`src/hdl/main_edge_input_front_pkg.sv`:
```
// Constants, register map and carrier types of the trigger source front end
package main_edge_input_front_pkg;
    localparam int ADDR_W = 4;
    localparam int DATA_W = 32;
    localparam int N_BP   = 6;
    localparam int N_CH   = 4;
    localparam int SMP_W  = 16;
    localparam int N_PIN  = 2 + N_BP;

    // Register offsets
    localparam logic [ADDR_W-1:0] REG_CTRL      = 4'h0;
    localparam logic [ADDR_W-1:0] REG_TERM      = 4'h1;
    localparam logic [ADDR_W-1:0] REG_THRESH    = 4'h2;
    localparam logic [ADDR_W-1:0] REG_BP_DIR    = 4'h3;
    localparam logic [ADDR_W-1:0] REG_BP_MASK   = 4'h4;
    localparam logic [ADDR_W-1:0] REG_LVL_CTRL  = 4'h5;
    localparam logic [ADDR_W-1:0] REG_LVL_CODE  = 4'h6;
    localparam logic [ADDR_W-1:0] REG_LVL_RESET = 4'h7;
    localparam logic [ADDR_W-1:0] REG_PERIOD    = 4'h8;
    localparam logic [ADDR_W-1:0] REG_SW_MAIN_EDGE_INPUT   = 4'h9;
    localparam logic [ADDR_W-1:0] REG_STATUS    = 4'hA;
    localparam logic [ADDR_W-1:0] REG_COUNT     = 4'hB;

    // Field positions
    localparam int CTRL_SRC_LSB   = 0;
    localparam int CTRL_MAIN_FALL = 4;
    localparam int CTRL_SYNC_FALL = 5;
    localparam int CTRL_ARM       = 8;
    localparam int TERM_MAIN      = 0;
    localparam int TERM_SYNC      = 1;
    localparam int LVL_CH_LSB     = 0;
    localparam int LVL_FALL       = 4;
    localparam int SW_MAIN_EDGE_INPUT_BIT    = 0;
    localparam int STAT_PIN_LSB   = 8;
    localparam int STAT_LVL_ARMED = 4;
    localparam int STAT_BP_OR     = 5;

    // Reset values
    localparam logic [15:0]       THRESH_RESET_MV = 16'h01F4;
    localparam logic [DATA_W-1:0] PERIOD_RESET    = 32'h0000_0400;
    localparam logic [SMP_W-1:0]  LVL_CODE_RESET  = 16'h0000;

    // Timing
    localparam int CLK_PERIOD_PS = 20000;
    localparam int MAIN_RES_PS   = 125;
    localparam int AUX_RES_PS    = 4000;
    localparam int AUX_RES_CYC_RAW = AUX_RES_PS / CLK_PERIOD_PS;
    localparam int AUX_RES_CYC   = (AUX_RES_CYC_RAW < 1) ? 1 : AUX_RES_CYC_RAW;

    typedef enum logic [2:0] {
        SRC_NONE, SRC_SOFTWARE, SRC_MAIN, SRC_SYNC,
        SRC_BACKPLANE, SRC_LEVEL, SRC_PERIODIC
    } src_type;

    typedef struct packed {
        logic [ADDR_W-1:0] addr;
        logic [DATA_W-1:0] wdata;
        logic              wr;
        logic              rd;
    } reg_req_type;

    typedef struct packed {
        logic                       valid;
        logic [N_CH-1:0][SMP_W-1:0] data;
    } sample_bus_type;
endpackage

```
`src/hdl/main_edge_input_front_end.sv`:
```
// Trigger source front end: pin edges, backplane mask, level and periodic triggers
//
// The implementer's own choices: the address map and the plain strobed port.
`timescale 1ns/1ns
module main_edge_input_front_end
    import main_edge_input_front_pkg::*;
(
    // Clock and reset
    input  wire logic              clk_in,
    input  wire logic              rstn_in,
    // Register port
    input  wire reg_req_type       reg_req_in,
    output logic [DATA_W-1:0]      rdata_out,
    // Front panel pins
    input  wire logic              main_edge_input_in,
    input  wire logic              sync_input_in,
    // Backplane lines: bus ports 0,1 then multipoint 17..20
    input  wire logic [N_BP-1:0]   bp_line_in,
    output logic [N_BP-1:0]        bp_line_out,
    output logic [N_BP-1:0]        bp_line_oe_out,
    // Sample data and output source level
    input  wire sample_bus_type    samples_in,
    input  wire logic              main_edge_input_out_level_in,
    // Acquisition engine side
    output logic                   trigger_pulse_out,
    output src_type                trigger_source_out,
    output logic                   backplane_trigger_out,
    // Analog front end settings
    output logic                   main_termination_out,
    output logic                   sync_termination_out,
    output logic [15:0]            threshold_mv_out
);

    // Configuration registers
    src_type                 src_sel;
    logic                    main_fall;
    logic                    sync_fall;
    logic                    arm;
    logic [N_BP-1:0]         bp_mask;
    logic [1:0]              lvl_ch;
    logic                    lvl_fall;
    logic signed [SMP_W-1:0] lvl_code;
    logic signed [SMP_W-1:0] lvl_reset;
    logic [DATA_W-1:0]       period;
    logic [DATA_W-1:0]       main_edge_input_count;

    logic wr_en;
    logic rd_en;
    assign wr_en = reg_req_in.wr;
    assign rd_en = reg_req_in.rd;

    always_ff @(posedge clk_in or negedge rstn_in) begin
        if (!rstn_in) begin
            src_sel   <= SRC_NONE;
            main_fall <= 1'b0;
            sync_fall <= 1'b0;
            arm       <= 1'b0;
        end else if (wr_en && reg_req_in.addr == REG_CTRL) begin
            src_sel   <= src_type'(reg_req_in.wdata[CTRL_SRC_LSB +: 3]);
            main_fall <= reg_req_in.wdata[CTRL_MAIN_FALL];
            sync_fall <= reg_req_in.wdata[CTRL_SYNC_FALL];
            arm       <= reg_req_in.wdata[CTRL_ARM];
        end
    end

    always_ff @(posedge clk_in or negedge rstn_in) begin
        if (!rstn_in) begin
            main_termination_out <= 1'b0;
            sync_termination_out <= 1'b0;
            threshold_mv_out     <= THRESH_RESET_MV;
        end else if (wr_en && reg_req_in.addr == REG_TERM) begin
            main_termination_out <= reg_req_in.wdata[TERM_MAIN];
            sync_termination_out <= reg_req_in.wdata[TERM_SYNC];
        end else if (wr_en && reg_req_in.addr == REG_THRESH) begin
            threshold_mv_out     <= reg_req_in.wdata[15:0];
        end
    end

    always_ff @(posedge clk_in or negedge rstn_in) begin
        if (!rstn_in) begin
            bp_line_oe_out <= '0;
            bp_mask        <= '0;
        end else if (wr_en && reg_req_in.addr == REG_BP_DIR) begin
            bp_line_oe_out <= reg_req_in.wdata[N_BP-1:0];
        end else if (wr_en && reg_req_in.addr == REG_BP_MASK) begin
            bp_mask        <= reg_req_in.wdata[N_BP-1:0];
        end
    end

    always_ff @(posedge clk_in or negedge rstn_in) begin
        if (!rstn_in) begin
            lvl_ch    <= 2'h0;
            lvl_fall  <= 1'b0;
            lvl_code  <= LVL_CODE_RESET;
            lvl_reset <= LVL_CODE_RESET;
            period    <= PERIOD_RESET;
        end else if (wr_en) begin
            unique case (reg_req_in.addr)
                REG_LVL_CTRL: begin
                    lvl_ch   <= reg_req_in.wdata[LVL_CH_LSB +: 2];
                    lvl_fall <= reg_req_in.wdata[LVL_FALL];
                end
                REG_LVL_CODE:  lvl_code  <= reg_req_in.wdata[SMP_W-1:0];
                REG_LVL_RESET: lvl_reset <= reg_req_in.wdata[SMP_W-1:0];
                REG_PERIOD:    period    <= reg_req_in.wdata;
                default: ;
            endcase
        end
    end

    logic sw_ev;
    assign sw_ev = wr_en && reg_req_in.addr == REG_SW_MAIN_EDGE_INPUT
                   && reg_req_in.wdata[SW_MAIN_EDGE_INPUT_BIT];

    // Pin synchronisers: three stages, a change counts once stages 2 and 3 agree
    logic [N_PIN-1:0] pin_raw;
    logic [N_PIN-1:0] s1;
    logic [N_PIN-1:0] s2;
    logic [N_PIN-1:0] s3;
    logic [N_PIN-1:0] pin_lvl;
    logic [N_PIN-1:0] next_pin_lvl;
    logic [N_PIN-1:0] pin_rise;
    logic [N_PIN-1:0] pin_fall;
    assign pin_raw = {bp_line_in, sync_input_in, main_edge_input_in};

    genvar gi;
    generate
        for (gi = 0; gi < N_PIN; gi++) begin : g_pin
            assign next_pin_lvl[gi] = (s2[gi] == s3[gi]) ? s3[gi] : pin_lvl[gi];
        end
    endgenerate

    // Every data clock cycle samples all pins, in 20 ns steps, coarser than the 4 ns aux resolution
    always_ff @(posedge clk_in or negedge rstn_in) begin
        if (!rstn_in) begin
            s1       <= '0;
            s2       <= '0;
            s3       <= '0;
            pin_lvl  <= '0;
            pin_rise <= '0;
            pin_fall <= '0;
        end else begin
            s1       <= pin_raw;
            s2       <= s1;
            s3       <= s2;
            pin_lvl  <= next_pin_lvl;
            pin_rise <= next_pin_lvl & ~pin_lvl;
            pin_fall <= ~next_pin_lvl & pin_lvl;
        end
    end

    logic main_ev;
    logic sync_ev;
    assign main_ev = main_fall ? pin_fall[0] : pin_rise[0];
    assign sync_ev = sync_fall ? pin_fall[1] : pin_rise[1];

    // Backplane: masked OR of input-direction lines, output driven meanwhile
    logic [N_BP-1:0] bp_lvl;
    logic            bp_or;
    logic            bp_ev;
    assign bp_lvl = pin_lvl[N_PIN-1:2];
    assign bp_or  = |(bp_lvl & bp_mask & ~bp_line_oe_out);
    assign bp_ev  = bp_or && !backplane_trigger_out;

    always_ff @(posedge clk_in or negedge rstn_in) begin
        if (!rstn_in) begin
            backplane_trigger_out <= 1'b0;
            bp_line_out           <= '0;
        end else begin
            backplane_trigger_out <= bp_or;
            bp_line_out           <= {N_BP{main_edge_input_out_level_in}};
        end
    end

    // Level trigger with hysteresis
    logic signed [SMP_W-1:0] cur_smp;
    logic signed [SMP_W-1:0] prev_smp;
    logic                    prev_ok;
    logic                    lvl_armed;
    logic                    lvl_cross;
    logic                    rst_cross;
    logic                    lvl_ev;
    assign cur_smp = samples_in.data[lvl_ch];

    always_comb begin
        if (lvl_fall) begin
            lvl_cross = prev_smp > lvl_code && cur_smp <= lvl_code;
            rst_cross = cur_smp >= lvl_reset;
        end else begin
            lvl_cross = prev_smp < lvl_code && cur_smp >= lvl_code;
            rst_cross = cur_smp <= lvl_reset;
        end
    end

    always_ff @(posedge clk_in or negedge rstn_in) begin
        if (!rstn_in) begin
            prev_smp  <= '0;
            prev_ok   <= 1'b0;
            lvl_armed <= 1'b1;
            lvl_ev    <= 1'b0;
        end else begin
            lvl_ev <= 1'b0;
            if (samples_in.valid) begin
                prev_smp <= cur_smp;
                prev_ok  <= 1'b1;
                if (lvl_armed && prev_ok && lvl_cross) begin
                    lvl_ev    <= 1'b1;
                    lvl_armed <= 1'b0;
                end else if (!lvl_armed && rst_cross) begin
                    lvl_armed <= 1'b1;
                end
            end
        end
    end

    // Periodic trigger counted in samples; a period of zero stops it
    logic [DATA_W-1:0] per_cnt;
    logic              per_ev;
    always_ff @(posedge clk_in or negedge rstn_in) begin
        if (!rstn_in) begin
            per_cnt <= '0;
            per_ev  <= 1'b0;
        end else begin
            per_ev <= 1'b0;
            if (period == '0) begin
                per_cnt <= '0;
            end else if (samples_in.valid) begin
                if (per_cnt >= period - 32'h0000_0001) begin
                    per_cnt <= '0;
                    per_ev  <= 1'b1;
                end else begin
                    per_cnt <= per_cnt + 32'h0000_0001;
                end
            end
        end
    end

    // Source selection and forwarding
    logic sel_ev;
    always_comb begin
        unique case (src_sel)
            SRC_SOFTWARE:  sel_ev = sw_ev;
            SRC_MAIN:      sel_ev = main_ev;
            SRC_SYNC:      sel_ev = sync_ev;
            SRC_BACKPLANE: sel_ev = bp_ev;
            SRC_LEVEL:     sel_ev = lvl_ev;
            SRC_PERIODIC:  sel_ev = per_ev;
            default:       sel_ev = 1'b0;
        endcase
    end

    always_ff @(posedge clk_in or negedge rstn_in) begin
        if (!rstn_in) begin
            trigger_pulse_out  <= 1'b0;
            trigger_source_out <= SRC_NONE;
            main_edge_input_count         <= '0;
        end else begin
            trigger_pulse_out <= arm && sel_ev;
            if (arm && sel_ev) begin
                trigger_source_out <= src_sel;
                main_edge_input_count         <= main_edge_input_count + 32'h0000_0001;
            end
        end
    end

    // Register read, data valid only in the cycle after the strobe
    logic [DATA_W-1:0] rd_mux;
    always_comb begin
        rd_mux = '0;
        unique case (reg_req_in.addr)
            REG_CTRL: begin
                rd_mux[CTRL_SRC_LSB +: 3] = src_sel;
                rd_mux[CTRL_MAIN_FALL]    = main_fall;
                rd_mux[CTRL_SYNC_FALL]    = sync_fall;
                rd_mux[CTRL_ARM]          = arm;
            end
            REG_TERM: begin
                rd_mux[TERM_MAIN] = main_termination_out;
                rd_mux[TERM_SYNC] = sync_termination_out;
            end
            REG_THRESH:    rd_mux[15:0]      = threshold_mv_out;
            REG_BP_DIR:    rd_mux[N_BP-1:0]  = bp_line_oe_out;
            REG_BP_MASK:   rd_mux[N_BP-1:0]  = bp_mask;
            REG_LVL_CTRL: begin
                rd_mux[LVL_CH_LSB +: 2] = lvl_ch;
                rd_mux[LVL_FALL]        = lvl_fall;
            end
            REG_LVL_CODE:  rd_mux[SMP_W-1:0] = lvl_code;
            REG_LVL_RESET: rd_mux[SMP_W-1:0] = lvl_reset;
            REG_PERIOD:    rd_mux            = period;
            REG_STATUS: begin
                rd_mux[2:0]                      = trigger_source_out;
                rd_mux[STAT_LVL_ARMED]           = lvl_armed;
                rd_mux[STAT_BP_OR]               = bp_or;
                rd_mux[STAT_PIN_LSB +: N_PIN]    = pin_lvl;
            end
            REG_COUNT:     rd_mux            = main_edge_input_count;
            default:       rd_mux            = '0;
        endcase
    end

    always_ff @(posedge clk_in or negedge rstn_in) begin
        if (!rstn_in) begin
            rdata_out <= '0;
        end else begin
            rdata_out <= rd_en ? rd_mux : '0;
        end
    end

    // Checks
    a_sw_forward: assert property (@(posedge clk_in) disable iff (!rstn_in)
        sw_ev && arm && src_sel == SRC_SOFTWARE |=> trigger_pulse_out)
        else $error("software trigger not forwarded");
    a_disarm_block: assert property (@(posedge clk_in) disable iff (!rstn_in)
        !arm |=> !trigger_pulse_out)
        else $error("trigger forwarded while disarmed");
    a_main_edge: assert property (@(posedge clk_in) disable iff (!rstn_in)
        arm && src_sel == SRC_MAIN && !main_fall && pin_rise[0]
        |=> trigger_pulse_out && trigger_source_out == SRC_MAIN)
        else $error("main rising edge lost");
    a_sync_latency: assert property (@(posedge clk_in) disable iff (!rstn_in)
        $rose(s3[1]) && s2[1] |=> pin_lvl[1])
        else $error("sync edge not resolved in time");
    a_term_write: assert property (@(posedge clk_in) disable iff (!rstn_in)
        wr_en && reg_req_in.addr == REG_TERM
        |=> main_termination_out == $past(reg_req_in.wdata[TERM_MAIN]))
        else $error("termination setting not taken");
    a_thresh_write: assert property (@(posedge clk_in) disable iff (!rstn_in)
        wr_en && reg_req_in.addr == REG_THRESH
        |=> threshold_mv_out == $past(reg_req_in.wdata[15:0]))
        else $error("threshold not taken");
    a_bp_or: assert property (@(posedge clk_in) disable iff (!rstn_in)
        (bp_lvl & bp_mask & ~bp_line_oe_out) != '0 |=> backplane_trigger_out)
        else $error("masked backplane line ignored");
    a_lvl_fire: assert property (@(posedge clk_in) disable iff (!rstn_in)
        samples_in.valid && prev_ok && lvl_armed && lvl_cross |=> lvl_ev ##1 !lvl_ev)
        else $error("level crossing missed");
    a_lvl_hyst: assert property (@(posedge clk_in) disable iff (!rstn_in)
        lvl_ev |-> !lvl_armed)
        else $error("level trigger not blocked after firing");
    a_per_spacing: assert property (@(posedge clk_in) disable iff (!rstn_in)
        per_ev && period > 32'h0000_0001 |=> !per_ev)
        else $error("periodic trigger too close");

    c_level: cover property (@(posedge clk_in) disable iff (!rstn_in)
        src_sel == SRC_LEVEL && trigger_pulse_out);
    c_periodic: cover property (@(posedge clk_in) disable iff (!rstn_in)
        src_sel == SRC_PERIODIC && trigger_pulse_out);
    c_backplane: cover property (@(posedge clk_in) disable iff (!rstn_in)
        src_sel == SRC_BACKPLANE && trigger_pulse_out);
    c_rearm: cover property (@(posedge clk_in) disable iff (!rstn_in)
        lvl_ev ##[1:50] lvl_armed);

endmodule

```
`config.mk`:
```
export PLATFORM = sky130hd
export DESIGN_NAME = main_edge_input_front_end
export DESIGN_NICKNAME = d
export VERILOG_FILES = /design/src/hdl/main_edge_input_front_pkg.sv /design/src/hdl/main_edge_input_front_end.sv
export SDC_FILE = /design/constraint.sdc
export NUM_CORES = 1
export LEC_CHECK = 0
export ABC_CLOCK_PERIOD_IN_PS = 11900
export BUFFER_PORTS_ARGS = -buffer_cell sky130_fd_sc_hd__buf_2
export CAP_MARGIN = 20
export CORE_MARGIN = 10
export CORE_UTILIZATION = 55
export DETAILED_ROUTE_END_ITERATION = 8
export HOLD_SLACK_MARGIN = 0.06
export PLACE_DENSITY = 0.75
export SLEW_MARGIN = 20
export SYNTH_ARGS = -nofsm -noshare
export SYNTH_HDL_FRONTEND = slang
export SYNTH_SLANG_ARGS = --single-unit
```
`constraint.sdc`:
```
create_clock -name clk_in -period 11.9 [get_ports clk_in]
set_input_delay 0.595 -clock clk_in [delete_from_list [all_inputs] [get_ports clk_in]]
set_output_delay 0.595 -clock clk_in [all_outputs]
set_load 0.01 [all_outputs]
```
==> out/summary.txt, run 1 <==
Worst EP arrival: 5050 ps
CP required: 12270 ps
post-route ant nets: 0
CTS Hold Buffers Added: 0
RePlAce Congestion: 0.938
setup TNS: 0 ps
final hold violation count: 0
fin crit period: 4670 ps
Longest Clk Path Bufs: 3
Cell variety after synth: 62
Crit Reg-Reg Endpoint: per_cnt[3]
CTS tree: done
root buf cell: clkbuf_16
setup violators final: 0
fin. max-slew vios: 0
Max VDD drop: 0.146 mV
vias in the first global route: 11012
# fillers: 1976
Setup Skew: 12.2 ps
Startpoint Class: register
critical path type: register to register
TritonCTS Buffers: 28
Net Count, Synth: 1411
first-pass GRT wire length: 61.2 mm
nets@finish: 1583
reg-to-reg setup timing slack: 7230 ps
register clock-pin slew on the reported worst setup and hold paths: 60 ps
CP Max Fanout: 33
total routed wirelength: 38.6 mm
RR Startpoint: period[4]
number of synthesized register bits: 261
PD cells: 177 nW/um^2
sequential-to-total area share from yosys stat: 0.472
number of buffers added on ports: 180
Final Cycle Share: 0.393
Cell Rows: 58
most common cell after layout, fill and taps aside: dfrtp_1
width of the die: 179 microns
H-Tree Depth: 1
Hold Crit Class: primary input to asynchronous set/reset pin
PostCTS Resize Cnt: 0
most frequent cells in the layout: dfrtp_1, buf_2, mux2_2
Async SR Flop Fraction: 1.00
Max-Cap Viols: 0
clock sinks: 261
vias after detailed routing: 10680
RSZ-0062 raised after global routing: false
crit path from: period[4]
Worst slew margin: 0.268
fmax: 0.214 GHz
ys flop type: dfrtp_1
chip height: 179 microns
Ys Warns: 0
vias per cell: 6.14
mapped cell area: 13900 sq um
CP endpoint: per_cnt[3]
Cells after Synth: 1213
hpwl dp: 28.4 mm
grt total ovfl: 0
Pwr Total: 2.86 mW
Core Footprint: 25000 sq um
postcts setup bufs: 0
fraction of layout cells with a size suffix above 1: 0.289
clk_lat worst skew: 550 ps
largest net degree at the start of global routing: 99
Mapped Avg Cell Area: 11.4 sq um
Routed WL per cell: 22.2 microns
Leakage: 7.31 nW
initial core utilization: 0.555
die area: 31900 sq um
drc violations: 0
drt first pass iters: 6
crit path capture type: register
status: finished clean
Ports: 181
Worst Max-Slew Pin Slew: 1090 ps
EDFF count, synth: 0
DR iter-0 viols: 965
initial antenna violation count: 2
Reg2Reg Depth: 13
gr usage total: 0.241
area grow syn2layout: 16.4%
[cell type report]
type	count	area, sq um	area share
Multi-Input combinational cell	854	6940	0.430
Sequential cell	261	6540	0.406
Timing Repair Buffer	194	1030	0.0640
Clock buffer	42	865	0.0536
Tap cell	330	413	0.0256
Inverter	46	173	0.0107
Clock inverter	9	158	0.00978
Antenna cell	3	7.51	0.000466
[cell families (layout without fill, tap and decap cells)]
kind of cell,Yosys count,after routing,synth area share
AOI/OAI and AO/OA,228,228,0.119
xor gates and xnor gates,92,92,0.0582
adders and majority gates,90,90,0.0802
buffers and inverters,98,291,0.0279
DFF,261,261,0.472
muxes,134,134,0.122
other,0,3,0
and+or+nand+nor,310,310,0.121
[critical path, stage by stage, from the launching register on]
cell       delay (ps)
dfrtp_1           440
or4_1             560
nor3_1            410
nand3_1           240
nor2_1            280
nand3_1           220
nor4_1            340
xnor2_1           110
ha_1              300
nand4_1            80
or2_2             310
a2111oi_0         340
a2111o_2          670
a211oi_1          180
[per-layer routing]
| metal | global-route usage | share of wire | vias up |
|---|---|---|---|
| met1 | 0.308 | 0.41 | 5325 |
| li1 | - | - | 4848 |
| met3 | 0.0402 | 0.064 | 93 |
| met2 | 0.404 | 0.48 | 414 |
| met5 | 0 | 0 | - |
| met4 | 0.0913 | 0.039 | 0 |
[synthesized netlist by cell type, types with 4 or more instances]
| master | n | area share |
|---|---|---|
| nor4_2 | 4 | 0.0036 |
| a21oi_1 | 27 | 0.0098 |
| or3_1 | 6 | 0.0027 |
| and3_1 | 17 | 0.0077 |
| nand2_1 | 84 | 0.023 |
| mux2_2 | 115 | 0.093 |
| mux4_2 | 16 | 0.026 |
| ha_1 | 84 | 0.076 |
| o21a_1 | 10 | 0.0054 |
| a22oi_1 | 54 | 0.029 |
| or4_1 | 7 | 0.0038 |
| a211oi_1 | 26 | 0.014 |
| or2_2 | 5 | 0.0023 |
| nor3_1 | 23 | 0.0083 |
| o21ai_0 | 24 | 0.0087 |
| nor2b_1 | 22 | 0.0099 |
| nand2b_1 | 8 | 0.0036 |
| a21o_1 | 19 | 0.010 |
| a211oi_2 | 7 | 0.0063 |
| nand3_1 | 19 | 0.0069 |
| a221oi_1 | 7 | 0.0044 |
| and4_1 | 6 | 0.0038 |
| xor2_1 | 30 | 0.019 |
| a22o_1 | 4 | 0.0025 |
| clkbuf_1 | 42 | 0.011 |
| xnor2_1 | 62 | 0.039 |
| a31oi_1 | 18 | 0.0081 |
| maj3_1 | 6 | 0.0043 |
| dfrtp_1 | 253 | 0.46 |
| nor2_1 | 33 | 0.0089 |
| buf_4 | 5 | 0.0027 |
| o211ai_1 | 5 | 0.0027 |
| nor3b_1 | 4 | 0.0022 |
| nor4_1 | 18 | 0.0081 |
| nand4_1 | 36 | 0.016 |
| inv_1 | 45 | 0.012 |
| and2_1 | 11 | 0.0050 |
| buf_1 | 5 | 0.0014 |
| dfstp_2 | 8 | 0.015 |
[worst min-delay path by stage]
stage	from	slack, ps	end
after floorplan	rstn_in	300	arm
after global placement	s1[4]	330	s2[4]
after detailed placement	s1[3]	340	s2[3]
after CTS	rstn_in	110	per_cnt[21]
after global routing	rstn_in	140	period[24]
final	rstn_in	80	per_cnt[23]
[state kept, by name (all words and copies together), names as in the netlist, 2 cells and up]
| name | cells |
|---|---|
| lvl_reset | 16 |
| bp_line_oe_out | 6 |
| trigger_source_out | 3 |
| lvl_ch | 2 |
| src_sel | 3 |
| s3 | 8 |
| s1 | 8 |
| bp_mask | 6 |
| s2 | 8 |
| per_cnt | 32 |
| rdata_out | 32 |
| prev_smp | 16 |
| period | 32 |
| main_edge_input_count | 32 |
| threshold_mv_out | 16 |
| lvl_code | 16 |
| pin_lvl | 8 |
| pin_rise | 2 |
| pin_fall | 2 |
[report_power, final]
part	switching (mW)	total (mW)	internal, mW
Clock	0.361	0.948	0.587
Combinational	0.360	0.698	0.338
Sequential	0.178	1.21	1.03
[through the flow]
stage	util	std cells	hold WS (ps)	cell area, sq um	setup WS [ps]
2_1_floorplan	-	1213	299	13900	7890
3_3_place_gp	0.604	1684	333	15100	7070
3_5_place_dp	0.604	1684	336	15100	7290
4_1_cts	0.645	1735	115	16100	7250
5_1_grt	0.646	1738	138	16100	6840
6_report	0.646	1739	84.9	16100	7230
Power figures use the tool's default switching activity.
==> run 2: changes to the inputs <==
- ABC_CLOCK_PERIOD_IN_PS: 11900 -> 4500
- clock period: 11.9 -> 4.5 ns (I/O delays scaled with it)
==> out/summary.txt, run 2 (synthesis gave the netlist of run 1 again) <==
Startpoint Class: register
PnR worst setup slack: 402 ps (-6820 ps)
worst path bufs/invs: 1 (+1)
crit path capture type: register
critical path type: register to register
Int Pwr: 5.18 mW (+160%)
Worst path slowest cell: nor4_1
hpwl dp: 28.8 mm (+1.7%)
vias after detailed routing: 10855 (+1.6%)
CP delay by family, top: simple AND/OR/NAND/NOR gates
initial core utilization: 0.555 (unchanged)
most common cell after layout, fill and taps aside: dfrtp_1
fin. max-slew vios: 0 (unchanged)
Sw Pwr: 2.41 mW (+170%)
Worst slew margin: 0.213 (-0.0555)
fraction of layout cells with a size suffix above 1: 0.284 (-0.00563)
PD cells: 459 nW/um^2 (+160%)
most frequent cells in the layout: dfrtp_1, buf_2, mux2_2
clock sinks: 261 (unchanged)
Hold Crit Class: primary input to register
# fillers: 1912 (-3.2%)
Leakage: 7.47 nW (+2.3%)
CP cell instances: nor4_1 > nand3_1 > nor2_2 > nand3_1 > nor2_1 > xnor2_1 > ha_1 > a21o_1 > a21oi_1 > nor2b_1 > o21ai_0 > a21oi_1 > a2111o_1 > buf_12 > a211oi_1
gr usage total: 0.245 (+0.00394)
Cell Rows: 58 (unchanged)
Longest Clk Path Bufs: 3 (unchanged)
width of the die: 179 microns (unchanged)
Ports: 181 (unchanged)
CP Max Fanout: 33 (unchanged)
status: finished clean
final hold violation count: 0 (unchanged)
number of buffers added on ports: 180 (unchanged)
Max VDD drop: 0.357 mV (+140%)
Sw Ratio: 0.317 (+0.00263)
post-layout util: 0.663 (+0.0166)
Combinational Power Share: 0.247 (+0.003)
clk_lat worst skew: 550 ps (about the same)
vias per cell: 6.09 (-0.81%)
register area: 6540 sq um (unchanged)
CP required: 4940 ps (-7330 ps)
fin cells: 1782 (+2.5%)
vias in the first global route: 11122 (+1.0%)
DR iter-0 viols: 928 (-3.8%)
die area: 31900 sq um (unchanged)
chip height: 179 microns (unchanged)
Worst Max-Slew Pin Slew: 1180 ps (+87.3 ps)
RSZ-0062 raised after global routing: false
post-route ant nets: 0 (unchanged)
initial antenna violation count: 4 (+2)
nets@finish: 1624 (+2.6%)
Core Footprint: 25000 sq um (unchanged)
CTS tree: done
RePlAce Congestion: 0.901 (-3.9%)
H-Tree Depth: 1 (unchanged)
TritonCTS Buffers: 28 (unchanged)
Max-Cap Viols: 0 (unchanged)
grt total ovfl: 0 (unchanged)
drt first pass iters: 7 (+1)
fin crit period: 4100 ps (-576 ps)
register clock-pin slew on the reported worst setup and hold paths: 60 ps (about the same)
CP max stage delay: 720 ps (+50 ps)
power share of the sequential group: 0.425 (about the same)
total routed wirelength: 39.4 mm (+2.1%)
area grow syn2layout: 19.4%
Setup Skew: 16.1 ps (+3.85 ps)
postcts setup bufs: 0 (unchanged)
first-pass GRT wire length: 61.8 mm (+0.94%)
largest net degree at the start of global routing: 119 (+20%)
Worst EP arrival: 4540 ps (-510 ps)
Routed WL per cell: 22.1 microns (-0.40%)
pre-CTS setup slack: 382 ps (-6910 ps)
fmax: 0.244 GHz (+14%)
setup violators final: 0 (unchanged)
placed cell count: 1686 (+0.12%)
multi-input logic area: 6940 sq um (about the same)
drc violations: 0 (unchanged)
setup TNS: 0 ps (unchanged)
root buf cell: clkbuf_16
Final Cycle Share: 0.911 (+0.518)
Clk pwr share: 0.328 (-0.004)
## run 2: changes by cell type in the layout (fill, tap and decap cells not counted), sizes merged
| cell | delta |
|---|---|
| dlygate4sd3 | +40 |
| buf | +1 |
| clkinv | +5 |
| inv | -1 |
| clkbuf | -7 |
| diode | +1 |
| bufinv | +1 |
| clkinvlp | +3 |
## run 2: final cells by class
class,count,share of cell area
Inverter,46,0.0104
Clock buffer,35,0.0477
Clock inverter,17,0.0135
Antenna cell,4,0.000605
Tap cell,330,0.0250
Sequential cell,261,0.395
Multi-Input combinational cell,854,0.420
Timing Repair Buffer,235,0.0876
## run 2: final timing paths
kind                       slack (ps)  depth (start not counted)                  end     startpoint
setup / recovery                  400                         15          per_cnt[12]      period[9]
hold reg to reg                   350                          0                s2[0]          s1[0]
hold / removal                    120                          2  threshold_mv_out[1]  reg_req_in[3]
max in group asynchronous        3070                          3          prev_smp[4]        rstn_in
min in group asynchronous         300                          2          per_cnt[19]        rstn_in
setup reg to reg                  400                         15          per_cnt[12]      period[9]
## run 2: what timing repair did
action,4_1_cts,5_1_grt
hold buffers,40,0
gates resized for setup,0,1
setup endpoints to repair,0,3
hold endpoints to repair,185,0
## run 2: per-layer routing
layer  global-route usage  wire, microns
met1                0.311          15900
met4                0.112           1940
met2                0.404          18800
met3               0.0425           2770
met5                    0              0
## run 2: per-stage QoR
| step | cell area [sq um] | power [mW] | hold slack (ps) |
|---|---|---|---|
| finish | 16500 | 7.59 | 116 |
| global route | 16500 | 8.00 | 115 |
| CTS | 16500 | 7.61 | 101 |
| detailed placement | 15100 | 5.08 | 326 |
| global placement | 15100 | 4.98 | 321 |
| floorplan | 13900 | 4.37 | -70.6 |
## run 2: worst reg2reg max path, cell delays in order (launching register included)
cell	delay (ps)
dfrtp_1	440
nor4_1	720
nand3_1	310
nor2_2	240
nand3_1	180
nor2_1	180
xnor2_1	140
ha_1	270
a21o_1	190
a21oi_1	130
nor2b_1	60
o21ai_0	160
a21oi_1	100
a2111o_1	430
buf_12	190
a211oi_1	270
## run 2: power groups by stage
stage	combinational, mW	clock, mW	sequential, mW
after floorplan	1.30	0	3.06
after global placement	1.76	0	3.22
after detailed placement	1.83	0	3.24
after CTS	1.88	2.52	3.21
after global routing	2.12	2.62	3.27
final	1.88	2.49	3.22
==> run 3: changes to the inputs <==
- CTS_BUF_LIST: unset -> sky130_fd_sc_hd__clkbuf_2 sky130_fd_sc_hd__clkbuf_4 sky130_fd_sc_hd__clkbuf_8
==> out/summary.txt, run 3 (synthesis gave the netlist of run 1 again) <==
fmax: 0.244 GHz (+0.16%)
width of the die: 179 microns (unchanged)
register clock-pin slew on the reported worst setup and hold paths: 70 ps (about the same)
Worst slew margin: 0.244 (+0.0317)
initial core utilization: 0.555 (unchanged)
TritonCTS Buffers: 44 (+57%)
clk_lat worst skew: 570 ps (+20 ps)
critical path type: register to register
drt first pass iters: 7 (unchanged)
gr usage total: 0.246 (+0.000361)
Max-Cap Viols: 0 (unchanged)
CP max stage delay: 580 ps (-140 ps)
H-Tree Depth: 2 (+1)
Ports: 181 (unchanged)
area grow syn2layout: 18.9%
Cell Rows: 58 (unchanged)
placed cell count: 1686 (unchanged)
die area: 31900 sq um (unchanged)
Max VDD drop: 0.279 mV (-22%)
DR iter-0 viols: 905 (-2.5%)
most common cell after layout, fill and taps aside: dfrtp_1
postcts setup bufs: 0 (unchanged)
# fillers: 1934 (+1.2%)
number of buffers added on ports: 180 (unchanged)
Startpoint Class: register
Pwr Total: 7.36 mW (-2.9%)
crit path capture type: register
vias in the first global route: 11219 (+0.87%)
Routed WL per cell: 21.6 microns (-2.2%)
Sw Pwr: 2.42 mW (+0.51%)
PnR worst setup slack: 408 ps (+6.56 ps)
Combinational Power Share: 0.254 (+0.007)
post-route ant nets: 0 (unchanged)
vias per cell: 6.03 (-0.98%)
PD cells: 447 nW/um^2 (-2.6%)
chip height: 179 microns (unchanged)
RePlAce Congestion: 0.901 (unchanged)
setup violators final: 0 (unchanged)
most frequent cells in the layout: dfrtp_1, buf_2, mux2_2
grt total ovfl: 0 (unchanged)
Worst path slowest cell: or4_1
CP cell instances: or4_1 > nor3_1 > nand3_1 > nor2_2 > nand3_1 > nor2_1 > xnor2_1 > ha_1 > a21o_1 > a21oi_1 > nor2b_1 > o21ai_0 > a21oi_1 > a2111o_1 > buf_12 > a211oi_1
Leakage: 7.49 nW (+0.28%)
Sw Ratio: 0.329 (+0.0113)
Longest Clk Path Bufs: 3 (unchanged)
Int Pwr: 4.95 mW (-4.5%)
Hold Crit Class: primary input to register
register area: 6540 sq um (unchanged)
setup TNS: 0 ps (unchanged)
CP Max Fanout: 33 (unchanged)
power share of the sequential group: 0.437 (+0.012)
fraction of layout cells with a size suffix above 1: 0.299 (+0.0149)
pre-CTS setup slack: 382 ps (unchanged)
multi-input logic area: 6940 sq um (unchanged)
Setup Skew: 24.3 ps (+8.25 ps)
reg-to-reg setup timing slack: 410 ps (about the same)
RSZ-0062 raised after global routing: false
largest net degree at the start of global routing: 119 (unchanged)
vias after detailed routing: 10912 (+0.53%)
Worst Max-Slew Pin Slew: 1130 ps (-47.4 ps)
total routed wirelength: 39.1 mm (-0.74%)
Core Footprint: 25000 sq um (unchanged)
fin. max-slew vios: 0 (unchanged)
Worst EP arrival: 4560 ps (+20 ps)
hpwl dp: 28.8 mm (unchanged)
CTS tree: done
fin crit period: 4090 ps (-6.56 ps)
first-pass GRT wire length: 61.8 mm (about the same)
status: finished clean
CP required: 4970 ps (+30 ps)
initial antenna violation count: 3 (-1)
clock sinks: 261 (unchanged)
Clk pwr share: 0.309 (-0.019)
fin cells: 1809 (+1.5%)
drc violations: 0 (unchanged)
nets@finish: 1640 (+0.99%)
Final Cycle Share: 0.909 (-0.00146)
final hold violation count: 0 (unchanged)
root buf cell: clkbuf_8
==> run 3: area by class of cell <==
class / instances / area share
tap: 330 / 0.0251
clock inverter: 14 / 0.00805
timing repair buffer: 235 / 0.0879
inverter: 46 / 0.0105
clock buffer: 66 / 0.0498
multi-input combinational: 854 / 0.421
sequential: 261 / 0.397
antenna: 3 / 0.000456
==> run 3: stage by stage <==
step	utilization	instance area (sq um)	hold WS, ps
detailed placement	0.605	15100	326
floorplan	-	13900	-70.6
global route	0.660	16500	89.0
finish	0.660	16500	90.9
global placement	0.605	15100	321
CTS	0.659	16500	66.1
==> run 3: timing repair <==
action,4_1_cts,5_1_grt
hold buffers,40,0
resized for setup,0,1
hold endpoints to repair,191,0
setup endpoints to repair,0,2
==> run 3: final timing paths <==
kind / startpoint / to / cells after the start
worst max-delay path: period[5] / per_cnt[0] / 16
min in group asynchronous: rstn_in / per_cnt[19] / 2
max in group asynchronous: rstn_in / rdata_out[4] / 3
worst min register to register: s1[2] / s2[2] / 0
worst min-delay path: reg_req_in[3] / lvl_ch[1] / 2
worst max register to register: period[5] / per_cnt[0] / 16
==> run 3: power by group through the flow <==
| stage | clock (mW) | sequential [mW] | combinational [mW] |
|---|---|---|---|
| after floorplan | 0 | 3.06 | 1.30 |
| after global placement | 0 | 3.22 | 1.76 |
| after detailed placement | 0 | 3.24 | 1.83 |
| after CTS | 2.31 | 3.21 | 1.87 |
| after global routing | 2.43 | 3.27 | 2.11 |
| final | 2.27 | 3.22 | 1.87 |
==> run 3: metal layers <==
| metal | share of wire | global-route usage | vias up |
|---|---|---|---|
| met5 | 0 | 0 | - |
| met4 | 0.039 | 0.109 | 0 |
| met3 | 0.075 | 0.0497 | 94 |
| met2 | 0.48 | 0.402 | 479 |
| met1 | 0.40 | 0.310 | 5377 |
| li1 | - | - | 4962 |
==> run 3: critical path: cells and delay by family, from the launching register on <==
kind                       cells  cell delay (ps)
buffers and inverters          1              190
xor gates and xnor gates       1              140
AOI/OAI and AO/OA              6             1280
and+or+nand+nor                7             1670
DFF                            1              430
adders and majority gates      1              270
